File: config.mk
export PLATFORM = sky130hd
export DESIGN_NAME = bca_alias_remap
export DESIGN_NICKNAME = d
export VERILOG_FILES = /design/src/hw/bca_pkg.sv /design/src/hw/bca_alias_remap.sv
export SDC_FILE = /design/constraint.sdc
export NUM_CORES = 1
export LEC_CHECK = 0
export ABC_AREA = 1
export BUFFER_PORTS_ARGS = -buffer_cell sky130_fd_sc_hd__buf_2
export CAP_MARGIN = 15
export CORE_MARGIN = 1
export CORE_UTILIZATION = 50
export CTS_CLUSTER_DIAMETER = 30
export DETAILED_ROUTE_END_ITERATION = 7
export PLACE_DENSITY = 0.81
export SYNTH_ARGS = -nofsm -noshare
export SYNTH_HDL_FRONTEND = slang
export SYNTH_SLANG_ARGS = --single-unit
File: constraint.sdc
create_clock -name sys_clk_i -period 2 [get_ports sys_clk_i]
set_input_delay 0.4 -clock sys_clk_i [delete_from_list [all_inputs] [get_ports sys_clk_i]]
set_output_delay 0.4 -clock sys_clk_i [all_outputs]
set_load 0.05 [all_outputs]
File: src/hw/bca_pkg.sv
package bca_pkg;

  // ************************************************************
  // Register offsets
  // ************************************************************
  localparam logic [7:0] BCA_OFS_SETUP = 8'h58;
  localparam logic [7:0] BCA_OFS_RSVD_A = 8'h59;
  localparam logic [7:0] BCA_OFS_RSVD_B = 8'h5a;
  localparam logic [7:0] BCA_OFS_IDENT = 8'h5b;
  localparam logic [7:0] BCA_OFS_SER_ALIAS = 8'h5c;
  localparam logic [7:0] BCA_OFS_SLV0_PHYS = 8'h5d;
  localparam logic [7:0] BCA_OFS_SLV1_PHYS = 8'h5e;
  localparam logic [7:0] BCA_OFS_SLV0_ALIAS = 8'h65;
  localparam logic [7:0] BCA_OFS_SLV1_ALIAS = 8'h66;

  // ************************************************************
  // Field positions of the setup register, and bit 0 of the identifier and alias registers
  // ************************************************************
  localparam int BCA_BIT_PASS_ALL = 7;
  localparam int BCA_BIT_PASS_MATCH = 6;
  localparam int BCA_BIT_ACK_ALL = 5;
  localparam int BCA_BIT_ALWAYS_ON = 4;
  localparam int BCA_BIT_CRC_GEN = 3;
  localparam int BCA_RATE_MSB = 2;
  localparam int BCA_BIT_LOW = 0;

  // ************************************************************
  // Reset values, rate codes and slot count
  // ************************************************************
  localparam logic [7:0] BCA_RST_SETUP = 8'h18;
  localparam logic [7:0] BCA_RST_ZERO = 8'h00;
  localparam logic [2:0] BCA_RATE_2M5 = 3'h0;
  localparam logic [2:0] BCA_RATE_1M5625 = 3'h1;
  localparam int BCA_NUM_SLOTS = 2;

  typedef struct packed {
    logic [6:0] addr;
    logic rw;
  } bca_hdr_t;

  typedef struct packed {
    logic valid;
    logic [7:0] data;
  } bca_byte_t;

  typedef enum logic [2:0] {
    BCA_IDLE = 3'h1,
    BCA_FWD = 3'h2,
    BCA_DROP = 3'h4
  } bca_state_t;

endpackage

File: src/hw/bca_alias_remap.sv
`timescale 1ns/1ps
// What this block does
// - Back-channel CRC generated only while its enable bit is set; resets enabled.
// - Rate code 000 gives 2.5 Mbps, 001 gives 1.5625 Mbps; others reserved.
// - Serializer identifier auto-loads from the value received on the forward channel.
// - Freeze bit set stops auto-load; identifier keeps the software-written value.
// - Local address matching serializer alias is forwarded with physical address substituted.
// - Serializer alias of zero disables decoding of the remote serializer.
// - Serializer auto-acknowledge acknowledges every write to the serializer regardless.
// - Slot 0/1 alias matches are remapped to that slot's physical address.
// - Matched transactions forwarded while pass-through on match or pass-through of all traffic is enabled.
// - Global auto-acknowledge acknowledges all writes regardless of lock or remote ack.
module bca_alias_remap (
  input wire logic sys_clk_i,
  input wire logic rst_n_i,
  input wire logic ce_i,
  input wire logic [7:0] reg_addr_i,
  input wire logic [7:0] reg_wdata_i,
  input wire logic reg_we_i,
  output logic [7:0] reg_rdata_o,
  input wire logic ident_rx_valid_i,
  input wire logic [6:0] ident_rx_i,
  input wire logic txn_start_i,
  input wire bca_pkg::bca_hdr_t txn_hdr_i,
  input wire bca_pkg::bca_byte_t txn_byte_i,
  input wire logic txn_stop_i,
  output bca_pkg::bca_hdr_t fwd_hdr_o,
  output logic fwd_start_o,
  output bca_pkg::bca_byte_t fwd_byte_o,
  output logic fwd_stop_o,
  output logic local_ack_o,
  output logic crc_gen_on_o,
  output logic [2:0] return_link_rate_sel_o,
  output logic rate_slow_o,
  output logic back_channel_on_o
);
  import bca_pkg::*;

  // ************************************************************
  // Register file
  // ************************************************************
  logic [7:0] setup_reg, setup_next;
  logic [7:0] rsvd_a_reg, rsvd_a_next;
  logic [7:0] rsvd_b_reg, rsvd_b_next;
  logic [7:0] ident_reg, ident_next;
  logic [7:0] ser_alias_reg, ser_alias_next;
  logic [7:0] slv_phys_reg [BCA_NUM_SLOTS];
  logic [7:0] slv_phys_next [BCA_NUM_SLOTS];
  logic [7:0] slv_alias_reg [BCA_NUM_SLOTS];
  logic [7:0] slv_alias_next [BCA_NUM_SLOTS];
  logic [7:0] rdata_reg, rdata_next;

  always_comb begin
    setup_next = setup_reg;
    rsvd_a_next = rsvd_a_reg;
    rsvd_b_next = rsvd_b_reg;
    ident_next = ident_reg;
    ser_alias_next = ser_alias_reg;
    if (reg_we_i) begin
      unique case (reg_addr_i)
        BCA_OFS_SETUP: begin
          setup_next[7:BCA_BIT_CRC_GEN] = reg_wdata_i[7:BCA_BIT_CRC_GEN];
          // Reserved rate codes are ignored, rate field holds
          if (reg_wdata_i[BCA_RATE_MSB:0] == BCA_RATE_2M5 ||
              reg_wdata_i[BCA_RATE_MSB:0] == BCA_RATE_1M5625) begin
            setup_next[BCA_RATE_MSB:0] = reg_wdata_i[BCA_RATE_MSB:0];
          end
        end
        BCA_OFS_RSVD_A: rsvd_a_next = reg_wdata_i;
        BCA_OFS_RSVD_B: rsvd_b_next = reg_wdata_i;
        BCA_OFS_IDENT: ident_next = reg_wdata_i;
        BCA_OFS_SER_ALIAS: ser_alias_next = reg_wdata_i;
        default: ;
      endcase
    end
    // Hardware load wins over a software write in the same cycle unless the write sets bit 0
    if (ident_rx_valid_i && !ident_next[BCA_BIT_LOW]) begin
      ident_next[7:1] = ident_rx_i;
    end
  end

  generate
    for (genvar s = 0; s < BCA_NUM_SLOTS; s++) begin : g_slot
      localparam logic [7:0] PHYS_OFS = BCA_OFS_SLV0_PHYS + 8'(s);
      localparam logic [7:0] ALIAS_OFS = BCA_OFS_SLV0_ALIAS + 8'(s);
      always_comb begin
        slv_phys_next[s] = slv_phys_reg[s];
        slv_alias_next[s] = slv_alias_reg[s];
        // Reserved bit 0 always reads zero
        if (reg_we_i && reg_addr_i == PHYS_OFS) begin
          slv_phys_next[s] = {reg_wdata_i[7:1], 1'b0};
        end
        if (reg_we_i && reg_addr_i == ALIAS_OFS) begin
          slv_alias_next[s] = reg_wdata_i;
        end
      end
      always_ff @(posedge sys_clk_i) begin
        if (!rst_n_i) begin
          slv_phys_reg[s] <= BCA_RST_ZERO;
          slv_alias_reg[s] <= BCA_RST_ZERO;
        end else if (ce_i) begin
          slv_phys_reg[s] <= slv_phys_next[s];
          slv_alias_reg[s] <= slv_alias_next[s];
        end
      end
    end
  endgenerate

  // ************************************************************
  // Read pipeline
  // ************************************************************
  always_comb begin
    rdata_next = BCA_RST_ZERO;
    unique case (reg_addr_i)
      BCA_OFS_SETUP: rdata_next = setup_reg;
      BCA_OFS_RSVD_A: rdata_next = rsvd_a_reg;
      BCA_OFS_RSVD_B: rdata_next = rsvd_b_reg;
      BCA_OFS_IDENT: rdata_next = ident_reg;
      BCA_OFS_SER_ALIAS: rdata_next = ser_alias_reg;
      BCA_OFS_SLV0_PHYS: rdata_next = slv_phys_reg[0];
      BCA_OFS_SLV1_PHYS: rdata_next = slv_phys_reg[1];
      BCA_OFS_SLV0_ALIAS: rdata_next = slv_alias_reg[0];
      BCA_OFS_SLV1_ALIAS: rdata_next = slv_alias_reg[1];
      default: rdata_next = BCA_RST_ZERO;
    endcase
  end

  always_ff @(posedge sys_clk_i) begin
    if (!rst_n_i) begin
      setup_reg <= BCA_RST_SETUP;
      rsvd_a_reg <= BCA_RST_ZERO;
      rsvd_b_reg <= BCA_RST_ZERO;
      ident_reg <= BCA_RST_ZERO;
      ser_alias_reg <= BCA_RST_ZERO;
      rdata_reg <= BCA_RST_ZERO;
    end else if (ce_i) begin
      setup_reg <= setup_next;
      rsvd_a_reg <= rsvd_a_next;
      rsvd_b_reg <= rsvd_b_next;
      ident_reg <= ident_next;
      ser_alias_reg <= ser_alias_next;
      rdata_reg <= rdata_next;
    end
  end

  // ************************************************************
  // Back-channel configuration outputs
  // ************************************************************
  logic crc_reg, crc_next;
  logic [2:0] rate_reg, rate_next;
  logic slow_reg, slow_next;
  logic bc_on_reg, bc_on_next;

  always_comb begin
    // Outputs lag setup register by one cycle
    crc_next = setup_reg[BCA_BIT_CRC_GEN];
    rate_next = setup_reg[BCA_RATE_MSB:0];
    slow_next = (setup_reg[BCA_RATE_MSB:0] == BCA_RATE_1M5625);
    // Forced on or any pass-through enabled
    bc_on_next = setup_reg[BCA_BIT_ALWAYS_ON]
                 | setup_reg[BCA_BIT_PASS_MATCH]
                 | setup_reg[BCA_BIT_PASS_ALL];
  end

  always_ff @(posedge sys_clk_i) begin
    if (!rst_n_i) begin
      crc_reg <= BCA_RST_SETUP[BCA_BIT_CRC_GEN];
      rate_reg <= BCA_RATE_2M5;
      slow_reg <= 1'b0;
      bc_on_reg <= BCA_RST_SETUP[BCA_BIT_ALWAYS_ON];
    end else if (ce_i) begin
      crc_reg <= crc_next;
      rate_reg <= rate_next;
      slow_reg <= slow_next;
      bc_on_reg <= bc_on_next;
    end
  end

  // ************************************************************
  // Address decode and remap
  // ************************************************************
  logic ser_hit;
  logic [BCA_NUM_SLOTS-1:0] slot_hit;
  logic [BCA_NUM_SLOTS-1:0] slot_ack;
  logic [6:0] remap_addr;

  generate
    for (genvar s = 0; s < BCA_NUM_SLOTS; s++) begin : g_hit
      assign slot_hit[s] = (slv_alias_reg[s][7:1] != 7'h00)
                           && (txn_hdr_i.addr == slv_alias_reg[s][7:1]);
      assign slot_ack[s] = slot_hit[s] && slv_alias_reg[s][BCA_BIT_LOW];
    end
  endgenerate

  // Zero alias never matches, remote access off
  assign ser_hit = (ser_alias_reg[7:1] != 7'h00) && (txn_hdr_i.addr == ser_alias_reg[7:1]);

  always_comb begin
    remap_addr = txn_hdr_i.addr;
    // Serializer alias wins over slot aliases
    if (ser_hit) begin
      remap_addr = ident_reg[7:1];
    end else if (slot_hit[0]) begin
      remap_addr = slv_phys_reg[0][7:1];
    end else if (slot_hit[1]) begin
      remap_addr = slv_phys_reg[1][7:1];
    end
  end

  // ************************************************************
  // Transaction sequencer
  // ************************************************************
  bca_state_t state_reg, state_next;
  bca_hdr_t hdr_reg, hdr_next;
  logic start_reg, start_next;
  bca_byte_t byte_reg, byte_next;
  logic stop_reg, stop_next;
  logic ack_reg, ack_next;
  logic any_hit;
  logic fwd_ok;

  assign any_hit = ser_hit | (|slot_hit);
  assign fwd_ok = (any_hit && setup_reg[BCA_BIT_PASS_MATCH])
                  || setup_reg[BCA_BIT_PASS_ALL];

  always_comb begin
    state_next = state_reg;
    hdr_next = hdr_reg;
    start_next = 1'b0;
    byte_next = '0;
    stop_next = 1'b0;
    ack_next = ack_reg;
    // Start overrides any open transaction
    if (txn_start_i) begin
      // Acknowledge decided once, writes only
      ack_next = !txn_hdr_i.rw && (setup_reg[BCA_BIT_ACK_ALL]
                 || (ser_hit && ser_alias_reg[BCA_BIT_LOW])
                 || (|slot_ack));
      if (fwd_ok) begin
        state_next = BCA_FWD;
        hdr_next.addr = remap_addr;
        hdr_next.rw = txn_hdr_i.rw;
        start_next = 1'b1;
      end else begin
        state_next = BCA_DROP;
      end
    end else begin
      unique case (state_reg)
        BCA_IDLE: ;
        BCA_FWD: begin
          byte_next = txn_byte_i;
          if (txn_stop_i) begin
            stop_next = 1'b1;
            state_next = BCA_IDLE;
            ack_next = 1'b0;
          end
        end
        // Traffic not forwarded is swallowed up to stop
        BCA_DROP: begin
          if (txn_stop_i) begin
            state_next = BCA_IDLE;
            ack_next = 1'b0;
          end
        end
      endcase
    end
  end

  always_ff @(posedge sys_clk_i) begin
    if (!rst_n_i) begin
      state_reg <= BCA_IDLE;
      hdr_reg <= '0;
      start_reg <= 1'b0;
      byte_reg <= '0;
      stop_reg <= 1'b0;
      ack_reg <= 1'b0;
    end else if (ce_i) begin
      state_reg <= state_next;
      hdr_reg <= hdr_next;
      start_reg <= start_next;
      byte_reg <= byte_next;
      stop_reg <= stop_next;
      ack_reg <= ack_next;
    end
  end

  // ************************************************************
  // Output ports
  // ************************************************************
  assign reg_rdata_o = rdata_reg;
  assign fwd_hdr_o = hdr_reg;
  assign fwd_start_o = start_reg;
  assign fwd_byte_o = byte_reg;
  assign fwd_stop_o = stop_reg;
  assign local_ack_o = ack_reg;
  assign crc_gen_on_o = crc_reg;
  assign return_link_rate_sel_o = rate_reg;
  assign rate_slow_o = slow_reg;
  assign back_channel_on_o = bc_on_reg;

endmodule // bca_alias_remap

==> results of run 1 <==
## routing by layer
layer / global-route usage (%) / routed length, µm
met3: 3.62 / 1310
met5: 0 / 0
met2: 44.7 / 6790
met4: 13.4 / 574
met1: 39.3 / 6400
## worst paths after layout
kind,endpoint,startpoint,cells past startpoint
hold reg to reg,rate_slow_o$_SDFFE_PN0P_,setup_reg[1]$_SDFFE_PN0P_,1
setup / recovery,state_reg[1]$_SDFFE_PN0P_,slv_alias_reg[1][5]$_SDFFCE_PN0P_,10
setup reg to reg,state_reg[1]$_SDFFE_PN0P_,slv_alias_reg[1][5]$_SDFFCE_PN0P_,10
hold / removal,state_reg[0]$_SDFFE_PN1P_,txn_start_i,2
## placed cells by master (no fill, tap or decap), types with 6 or more instances in the layout
cell type and instances:
nand2_1 187, inv_1 93, buf_2 80, nor2_1 78, dfxtp_1 77, nand3_1 70, o21ai_0 61, a21oi_1 47
buf_4 36, edfxtp_1 30, clkbuf_8 9, o22ai_1 8, nand3b_1 7, o221ai_1 6
## through the flow
step / util (%) / total power [mW] / area, µm² / hold slack, ns / setup slack [ns]
2_1_floorplan: - / 2.60 / 5260 / 0.419 / 0.00704
3_3_place_gp: 58.3 / 2.78 / 5990 / 0.434 / 0.0839
3_5_place_dp: 58.3 / 2.78 / 5990 / 0.442 / 0.0697
4_1_cts: 60.4 / 4.17 / 6210 / 0.251 / 0.107
5_1_grt: 60.6 / 4.31 / 6220 / 0.265 / 0.00428
6_report: 60.6 / 4.17 / 6220 / 0.265 / 0.112
## critical path: stages (launching register included)
cell and delay, ns:
edfxtp_1 0.50, xnor2_2 0.21, inv_1 0.06, nor2_1 0.11, nand3_1 0.21, nand3_1 0.20, nand2_1 0.10, a21oi_2 0.13
buf_4 0.17, nand2_1 0.08, nand2_1 0.08
## cells by family after synthesis
| family | after synthesis |
|---|---|
| simple gates | 366 |
| buf+inv | 116 |
| flops | 107 |
| xor+xnor | 4 |
| compound gates | 133 |
## power by group
group	switching, mW	leakage (nW)	internal (mW)
combinational	0.279	1.89	0.136
sequential	0.0422	0.909	2.29
clock	0.808	0.109	0.611
## area by class of cell
type                            count  area [µm²]  share of cell area [%]
Tap cell                          136         170                    2.73
Sequential cell                   107        2440                    39.2
Clock inverter                      7        90.1                    1.45
Inverter                           96         360                    5.79
Clock buffer                        9         124                    1.99
Multi-Input combinational cell    503        2370                    38.0
Timing Repair Buffer              116         671                    10.8
## repair_timing
item,in CTS,in global routing
hold endpoints to repair,0,0
buffers inserted,0,1
gates resized for setup,0,3
setup endpoints to repair,0,10
==> results.ini, run 1 <==
[run_status]
outcome = finished with violations
violations = design-rule violations

[synth]
ys.flop_type = dfxtp_1
syn-num-nets = 773
synth-compound-area-share_pct = 13.9
synthCells = 726
yosysTopAreaCellShare_pct = 29.3
yosysTopAreaCell = dfxtp_1
synthTopCellsByArea = dfxtp_1 29%, edfxtp_1 17%, nand2_1 13%, inv_1 6.7%, nand3_1 6.7%
yosysMostFrequentCell = nand2_1
synth-simple-area-share_pct = 30.3
synth_top_family_by_area = simple AND/OR/NAND/NOR gates
ys_ff_latch = 107
synthAdderAreaFrac_pct = 0
yosys-mux-area-fraction_pct = 0
synth_area_mm2 = 0.00526
async_reset_ff_share_pct = 0
ys_warn_count = 0
synth_enable_flop_cells = 30
yosysSeqAreaShare_pct = 46.5
synth_xor_xnor_area_share_pct = 0.666
synth_common_cells = 188 x nand2_1, 94 x inv_1, 78 x nor2_1
yosysUniqueCellTypes = 37
synth.avg_cell_area_um2 = 7.24

[finish]
largest_register_ffs = 16
insertedDiodeCount = 0
nets = 880
synthToLayoutAreaGrowth_pct = 18.4
drive_gt1_share_pct = 18.4
stdcell_count = 974
fillers = 981

[detailed_routing]
ant_nets = 0
drcViolationCount = 2
vias = 5265
drt_iter0_markers = 601
avgViaCountPerCell = 5.41
wl_per_cell_um = 15.5
finalWirelength_um = 15100
first_pass_iters = 8

[critical_path]
crit_arrival_ns = 2.21
crit_fanout = 10
crit_type = flip-flop to flip-flop
required_ns = 2.33
rrSetupSlack_ns = 0.11
crit_path_end_kind = flip-flop
crit_path_start_kind = flip-flop

[timing]
finClkSkew_ns = 0.0165
setup_viol = 0
final_max_slew_viol_count = 0
fin_crit_sh_pct = 94.4
hold_viol = 0
finalCriticalPeriod_ns = 1.89
max_slew.worst_pin.slew_ns = 0.452
relSlewSlack_pct = 69.8
rsz0062_at_grt = false
final.setup.tns_ns = 0
fmax_ghz = 0.530

[global_routing]
gr-total-overflow = 0
first_global_vias = 4847
antenna_found_initial = 0
grt_max_degree = 37
grt_use_total_pct = 28.5
grt_pass1_wl_um = 24300

[pwr]
powerDensity_mw_per_mm2 = 669
p_leak_nw = 2.90
peakVddDrop_uv = 306

[run]
maxCapViolations = 0

[cts]
cts_tree = done
clock_latency_ns = 0.38
clk_pin_slew_ns = 0.11
cts_hold_buf = 0
cts_buffers = 9
root_buffer = clkbuf_8
cts_sinks = 107
ctsLongestPathBuffers = 2
cts_htree_levels = 3

[die]
core.rowCount = 37
ios = 81
die_w_um = 105
die_h_um = 105
coreArea_mm2 = 0.0103
die-area_mm2 = 0.0109
start_util_pct = 51.2

[placed_design]
io_buffers = 80
place_hpwl_um = 11700
place_inst = 957
routabilityCongestion = 1.03

[min_path]
hp-class = input port to flip-flop

No activity file was read; power rests on OpenSTA's default activity.
==> inputs of run 2 (changes only) <==
--- a/config.mk
+++ b/config.mk
@@ -8,11 +8,13 @@
 export ABC_AREA = 1
 export BUFFER_PORTS_ARGS = -buffer_cell sky130_fd_sc_hd__buf_2
 export CAP_MARGIN = 15
+export CELL_PAD_IN_SITES_DETAIL_PLACEMENT = 0
+export CELL_PAD_IN_SITES_GLOBAL_PLACEMENT = 1
 export CORE_MARGIN = 1
-export CORE_UTILIZATION = 50
+export CORE_UTILIZATION = 37
 export CTS_CLUSTER_DIAMETER = 30
 export DETAILED_ROUTE_END_ITERATION = 7
-export PLACE_DENSITY = 0.81
+export PLACE_DENSITY = 0.83
 export SYNTH_ARGS = -nofsm -noshare
 export SYNTH_HDL_FRONTEND = slang
 export SYNTH_SLANG_ARGS = --single-unit
==> results.ini, run 2 (synthesized netlist as in run 1, its figures left out) <==
[run_status]
outcome = finished with violations  ; unchanged
violations = design-rule violations  ; unchanged

[timing]
relSlewSlack_pct = 70.9  ; was 69.8%
fin_crit_sh_pct = 89.5  ; was 94.4%
final_max_slew_viol_count = 0  ; unchanged
fmax_ghz = 0.559  ; was 0.530 GHz
hold_viol = 0  ; unchanged
setup_viol = 0  ; unchanged
finClkSkew_ns = 0.0143  ; was 0.0165 ns
max_slew.worst_pin.slew_ns = 0.436  ; was 0.452 ns
final.setup.tns_ns = 0  ; unchanged
setup_ws_ns = 0.211  ; was 0.112 ns
rsz0062_at_grt = false  ; unchanged
finalCriticalPeriod_ns = 1.79  ; was 1.89 ns

[finish]
largest_register_ffs = 16  ; unchanged
insertedDiodeCount = 0  ; unchanged
fillers = 1438  ; was 981
post-route-util_pct = 46.3  ; was 60.6%
stdcell_count = 1025  ; was 974
final_cell_mix = 187 x nand2_1, 94 x inv_1, 80 x buf_2, 78 x nor2_1, 77 x dfxtp_1  ; was 187 x nand2_1, 93 x inv_1, 80 x buf_2, 78 x nor2_1, 77 x dfxtp_1
seqCellArea_mm2 = 0.00244  ; unchanged
synthToLayoutAreaGrowth_pct = 22.4  ; was 18.4%
nets = 887  ; was 880
drive_gt1_share_pct = 18.8  ; was 18.4%
multiInputGateArea_mm2 = 0.00236  ; was 0.00237 mm²
final_common_cell = nand2_1  ; unchanged

[critical_path]
crit_path_end_kind = flip-flop  ; unchanged
required_ns = 2.27  ; was 2.33 ns
r2r_end = fwd_hdr_o[1]$_SDFFE_PN0P_  ; was state_reg[1]$_SDFFE_PN0P_
rrSetupSlack_ns = 0.21  ; was 0.11 ns
crit_path_start_kind = flip-flop  ; unchanged
timing.rr.start = slv_alias_reg[1][5]$_SDFFCE_PN0P_  ; unchanged
crit_start = slv_alias_reg[1][5]$_SDFFCE_PN0P_  ; unchanged
crit_fanout = 7  ; was 10
rr_worst_depth = 11  ; was 10
crit_arrival_ns = 2.06  ; was 2.21 ns
cp-endpoint = fwd_hdr_o[1]$_SDFFE_PN0P_  ; was state_reg[1]$_SDFFE_PN0P_
crit_type = flip-flop to flip-flop  ; unchanged

[placed_design]
routabilityCongestion = 0.925  ; was 1.03
pre_cts_slack_ns = 0.00933  ; was 0.0697 ns
io_buffers = 80  ; unchanged
place_hpwl_um = 13100  ; was 11,700 µm
place_inst = 1009  ; was 957

[pwr]
powerDensity_mw_per_mm2 = 724  ; was 669 mW/mm²
peakVddDrop_uv = 426  ; was 306 µV
total_power_mw = 4.66  ; was 4.17 mW
p_leak_nw = 2.99  ; was 2.90 nW

[die]
die_h_um = 121  ; was 105 µm
die_w_um = 121  ; was 105 µm
core.rowCount = 43  ; was 37
ios = 81  ; unchanged
start_util_pct = 37.9  ; was 51.2%
die-area_mm2 = 0.0147  ; was 0.0109 mm²
coreArea_mm2 = 0.0139  ; was 0.0103 mm²

[global_routing]
grt_pass1_wl_um = 26000  ; was 24,300 µm
grt_use_total_pct = 23.9  ; was 28.5%
grt_max_degree = 37  ; unchanged
gr-total-overflow = 0  ; unchanged
first_global_vias = 4654  ; was 4,847
antenna_found_initial = 0  ; unchanged

[detailed_routing]
drt_iter0_markers = 378  ; was 601
first_pass_iters = 7  ; was 8
finalWirelength_um = 16800  ; was 15,100 µm
vias = 5183  ; was 5,265
wl_per_cell_um = 16.3  ; was 15.5 µm
drcViolationCount = 1  ; was 2
ant_nets = 0  ; unchanged
avgViaCountPerCell = 5.06  ; was 5.41

[run]
maxCapViolations = 0  ; unchanged

[cts]
clock_latency_ns = 0.37  ; was 0.38 ns
clk_pin_slew_ns = 0.08  ; was 0.11 ns
cts_htree_levels = 3  ; unchanged
cts_sinks = 107  ; unchanged
cts_buffers = 9  ; unchanged
cts_hold_buf = 0  ; unchanged
ctsLongestPathBuffers = 2  ; unchanged
cts_tree = done  ; unchanged
root_buffer = clkbuf_16  ; was clkbuf_8

[min_path]
hp-class = input port to flip-flop  ; unchanged

## run 2: cell count changes in the layout (fill, tap and decap cells not counted), sizes merged
| cell | before | now |
|---|---|---|
| buf | 116 | 123 |
| clkinvlp | 0 | 1 |
| inv | 100 | 98 |
| clkinv | 2 | 1 |
| clkbuf | 9 | 12 |
| bufinv | 1 | 0 |
## run 2: worst min path at each step
stage                          startpoint                    endpoint  cells past startpoint
3_3_place_gp   fwd_byte_o[2]$_SDFFE_PN0P_  fwd_byte_o[2]$_SDFFE_PN0P_                      2
3_5_place_dp     fwd_start_o$_SDFFE_PN0P_    fwd_start_o$_SDFFE_PN0P_                      2
6_report                      txn_start_i   state_reg[0]$_SDFFE_PN1P_                      2
2_1_floorplan   setup_reg[1]$_SDFFE_PN0P_    rate_slow_o$_SDFFE_PN0P_                      1
4_1_cts                       txn_start_i   state_reg[0]$_SDFFE_PN1P_                      2
5_1_grt                       txn_start_i   state_reg[0]$_SDFFE_PN1P_                      2
## run 2: where the power goes
group	internal, mW	switching (mW)
clock	1.05	0.855
sequential	2.29	0.0407
combinational	0.135	0.290
## run 2: worst max-delay path: stages (launching register included)
cell and delay (ns):
edfxtp_1 0.51, xnor2_1 0.24, inv_1 0.06, nor2_1 0.09, nand3_1 0.13, buf_4 0.19
nand2_1 0.07, nand3_1 0.09, nand3_1 0.10, nand2_1 0.07, nand3_1 0.09, nand2_1 0.06
## run 2: cell type report
cell class	count	area share (%)
inverter	96	5.60
sequential	107	38.0
timing repair buffer	123	11.2
clock buffer	12	4.49
tap	180	3.50
multi-input combinational	503	36.7
clock inverter	4	0.545
## run 2: routing by layer
| layer | track usage [%] | up-vias | wire length [µm] |
|---|---|---|---|
| met1 | 33.8 | 2371 | 7810 |
| li1 | - | 2602 | - |
| met3 | 4.70 | 20 | 1240 |
| met5 | 0 | - | 0 |
| met4 | 6.87 | 0 | 289 |
| met2 | 36.9 | 190 | 7410 |
## run 2: through the flow
stage | hold WS (ns) | area [µm²]
final | 0.281 | 6430
after global routing | 0.293 | 6430
after CTS | 0.282 | 6430
after detailed placement | 0.441 | 6110
after global placement | 0.434 | 6110
after floorplan | 0.419 | 5260
## run 2: what timing repair did
item / CTS / global route
buffers inserted: 0 / 0
setup endpoints to repair: 0 / 8
resized for setup: 0 / 1
==> inputs of run 3 (changes only) <==
--- a/config.mk
+++ b/config.mk
@@ -6,6 +6,7 @@
 export NUM_CORES = 1
 export LEC_CHECK = 0
 export ABC_AREA = 1
+export ABC_CLOCK_PERIOD_IN_PS = 2000
 export BUFFER_PORTS_ARGS = -buffer_cell sky130_fd_sc_hd__buf_2
 export CAP_MARGIN = 15
 export CELL_PAD_IN_SITES_DETAIL_PLACEMENT = 0
@@ -14,6 +15,7 @@
 export CORE_UTILIZATION = 37
 export CTS_CLUSTER_DIAMETER = 30
 export DETAILED_ROUTE_END_ITERATION = 7
+export GPL_TIMING_DRIVEN = 0
 export PLACE_DENSITY = 0.83
 export SYNTH_ARGS = -nofsm -noshare
 export SYNTH_HDL_FRONTEND = slang
==> results.ini, run 3 (synthesized netlist as in run 1, its figures left out) <==
[timing]
rsz0062_at_grt = true  ; was false
final_max_slew_viol_count = 0  ; unchanged
relSlewSlack_pct = 45.3  ; was 70.9%
final.setup.tns_ns = 0  ; unchanged
setup_viol = 0  ; unchanged
max_slew.worst_pin.slew_ns = 0.814  ; was 0.436 ns
fin_crit_sh_pct = 95.4  ; was 89.5%
fmax_ghz = 0.524  ; was 0.559 GHz
hold_viol = 0  ; unchanged
finalCriticalPeriod_ns = 1.91  ; was 1.79 ns
worst_hold_slack_ns = 0.280  ; was 0.281 ns
finClkSkew_ns = 0.00819  ; was 0.0143 ns

[pwr]
clockPowerShare_pct = 39.9  ; was 40.9%
swShare_pct = 25.8  ; was 25.5%
power_frac_seq_pct = 50.8  ; was 50.0%
p_int_mw = 3.40  ; was 3.47 mW
p_leak_nw = 2.85  ; was 2.99 nW
total_power_mw = 4.58  ; was 4.66 mW
p_comb_share_pct = 9.3  ; was 9.1%
switching_power_mw = 1.18  ; was 1.19 mW
powerDensity_mw_per_mm2 = 726  ; was 724 mW/mm²
peakVddDrop_uv = 429  ; was 426 µV

[cts]
cts_buffers = 9  ; unchanged
cts_htree_levels = 3  ; unchanged
clock_latency_ns = 0.36  ; was 0.37 ns
root_buffer = clkbuf_16  ; unchanged
ctsLongestPathBuffers = 2  ; unchanged
cts_tree = done  ; unchanged
cts_hold_buf = 0  ; unchanged
clk_pin_slew_ns = 0.07  ; was 0.08 ns
cts_sinks = 107  ; unchanged

[critical_path]
crit_path_end_kind = flip-flop  ; unchanged
r2r_end = fwd_hdr_o[0]$_SDFFE_PN0P_  ; was fwd_hdr_o[1]$_SDFFE_PN0P_
timing.rr.start = slv_alias_reg[1][2]$_SDFFCE_PN0P_  ; was slv_alias_reg[1][5]$_SDFFCE_PN0P_
required_ns = 2.26  ; was 2.27 ns
crit_start = reg_addr_i[5]  ; was slv_alias_reg[1][5]$_SDFFCE_PN0P_
crit_arrival_ns = 2.17  ; was 2.06 ns
crit_fanout = 10  ; was 7
rr_worst_depth = 11  ; unchanged
crit_type = input port to flip-flop  ; was flip-flop to flip-flop
rrSetupSlack_ns = 0.16  ; was 0.21 ns
cp-endpoint = ident_reg[1]$_SDFFE_PN0P_  ; was fwd_hdr_o[1]$_SDFFE_PN0P_
crit_path_start_kind = input port  ; was flip-flop

[finish]
fillers = 1457  ; was 1,438
post-route-util_pct = 45.5  ; was 46.3%
nets = 867  ; was 887
synthToLayoutAreaGrowth_pct = 20.0  ; was 22.4%
seqCellArea_mm2 = 0.00244  ; unchanged
final_common_cell = nand2_1  ; unchanged
multiInputGateArea_mm2 = 0.00246  ; was 0.00236 mm²
largest_register_ffs = 16  ; unchanged
stdcell_count = 1005  ; was 1,025
drive_gt1_share_pct = 16.6  ; was 18.8%
final_cell_mix = 184 x nand2_1, 94 x inv_1, 79 x buf_2, 77 x nor2_1, 77 x dfxtp_1  ; was 187 x nand2_1, 94 x inv_1, 80 x buf_2, 78 x nor2_1, 77 x dfxtp_1
insertedDiodeCount = 0  ; unchanged

[detailed_routing]
avgViaCountPerCell = 5.10  ; was 5.06
wl_per_cell_um = 16.5  ; was 16.3 µm
drcViolationCount = 0  ; was 1
ant_nets = 0  ; unchanged
finalWirelength_um = 16600  ; was 16,800 µm
first_pass_iters = 5  ; was 7
vias = 5126  ; was 5,183
drt_iter0_markers = 385  ; was 378

[min_path]
hp-class = input port to flip-flop  ; unchanged
worstHoldStart = txn_start_i  ; unchanged

[die]
start_util_pct = 37.9  ; unchanged
die_h_um = 121  ; unchanged
die_w_um = 121  ; unchanged
coreArea_mm2 = 0.0139  ; unchanged
core.rowCount = 43  ; unchanged
die-area_mm2 = 0.0147  ; unchanged
ios = 81  ; unchanged

[global_routing]
grt_pass1_wl_um = 25500  ; was 26,000 µm
first_global_vias = 4699  ; was 4,654
gr-total-overflow = 0  ; unchanged
grt_use_total_pct = 23.4  ; was 23.9%
antenna_found_initial = 0  ; unchanged
grt_max_degree = 19  ; was 37

[placed_design]
routabilityCongestion = 0.913  ; was 0.925
place_inst = 984  ; was 1,009
io_buffers = 78  ; was 80
place_hpwl_um = 12800  ; was 13,100 µm

[run]
maxCapViolations = 0  ; unchanged

[run_status]
outcome = complete, no violations  ; was finished with violations

## run 3: cell count changes in the layout (fill, tap and decap cells not counted), sizes merged
cell,change
clkinvlp,-1
clkbuf,+11
bufinv,+1
a21oi,+1
buf,-35
clkinv,+2
inv,+1
## run 3: layer usage
layer	part of all wire (%)	global-route usage [%]	vias to the layer above
met2	45	35.8	189
met5	0	0	-
li1	-	-	2558
met1	46	33.2	2356
met4	2.1	7.64	0
met3	7.0	4.23	23
## run 3: cell type report
cell class / instances / share of cell area [%]
clock buffer: 9 / 3.57
timing repair buffer: 82 / 6.66
buffer: 20 / 1.63
tap: 180 / 3.57
sequential: 107 / 38.7
multi-input combinational: 504 / 39.0
clock inverter: 7 / 1.19
inverter: 96 / 5.71
## run 3: worst min-delay path by stage
stage          slack (ns)  depth (start not counted)                         end
2_1_floorplan        0.42                          1    rate_slow_o$_SDFFE_PN0P_
3_3_place_gp         0.43                          2  fwd_byte_o[2]$_SDFFE_PN0P_
3_5_place_dp         0.44                          1    rate_slow_o$_SDFFE_PN0P_
4_1_cts              0.27                          2   state_reg[0]$_SDFFE_PN1P_
5_1_grt              0.30                          3  fwd_byte_o[4]$_SDFFE_PN0P_
6_report             0.28                          2   state_reg[0]$_SDFFE_PN1P_
## run 3: timing repair
action	4_1_cts	5_1_grt
resized for setup	8	23
pin swaps	0	3
buffers inserted	0	4
setup endpoints to repair	48	48
cloned	0	1
## run 3: critical path, cell delays in order
cell and delay (ns):
buf_2 0.13, inv_1 0.09, nand3_2 0.13, nor4_2 0.63, nand2_2 0.23, nand2_2 0.16
nand2_4 0.07, buf_6 0.14, a21oi_1 0.13, nor2_1 0.05
## run 3: power by group through the flow
stage	Combinational (mW)	Clock [mW]	Sequential, mW
5_1_grt	0.476	1.94	2.33
3_3_place_gp	0.403	0	2.38
4_1_cts	0.408	1.86	2.33
3_5_place_dp	0.403	0	2.38
2_1_floorplan	0.238	0	2.36
6_report	0.427	1.83	2.33
## run 3: per-stage QoR
step | instance area [µm²] | setup slack (ns)
2_1_floorplan | 5260 | 0.00704
3_5_place_dp | 5870 | -0.628
3_3_place_gp | 5870 | -0.636
6_report | 6310 | 0.0922
4_1_cts | 6200 | -0.0760
5_1_grt | 6310 | -0.0174
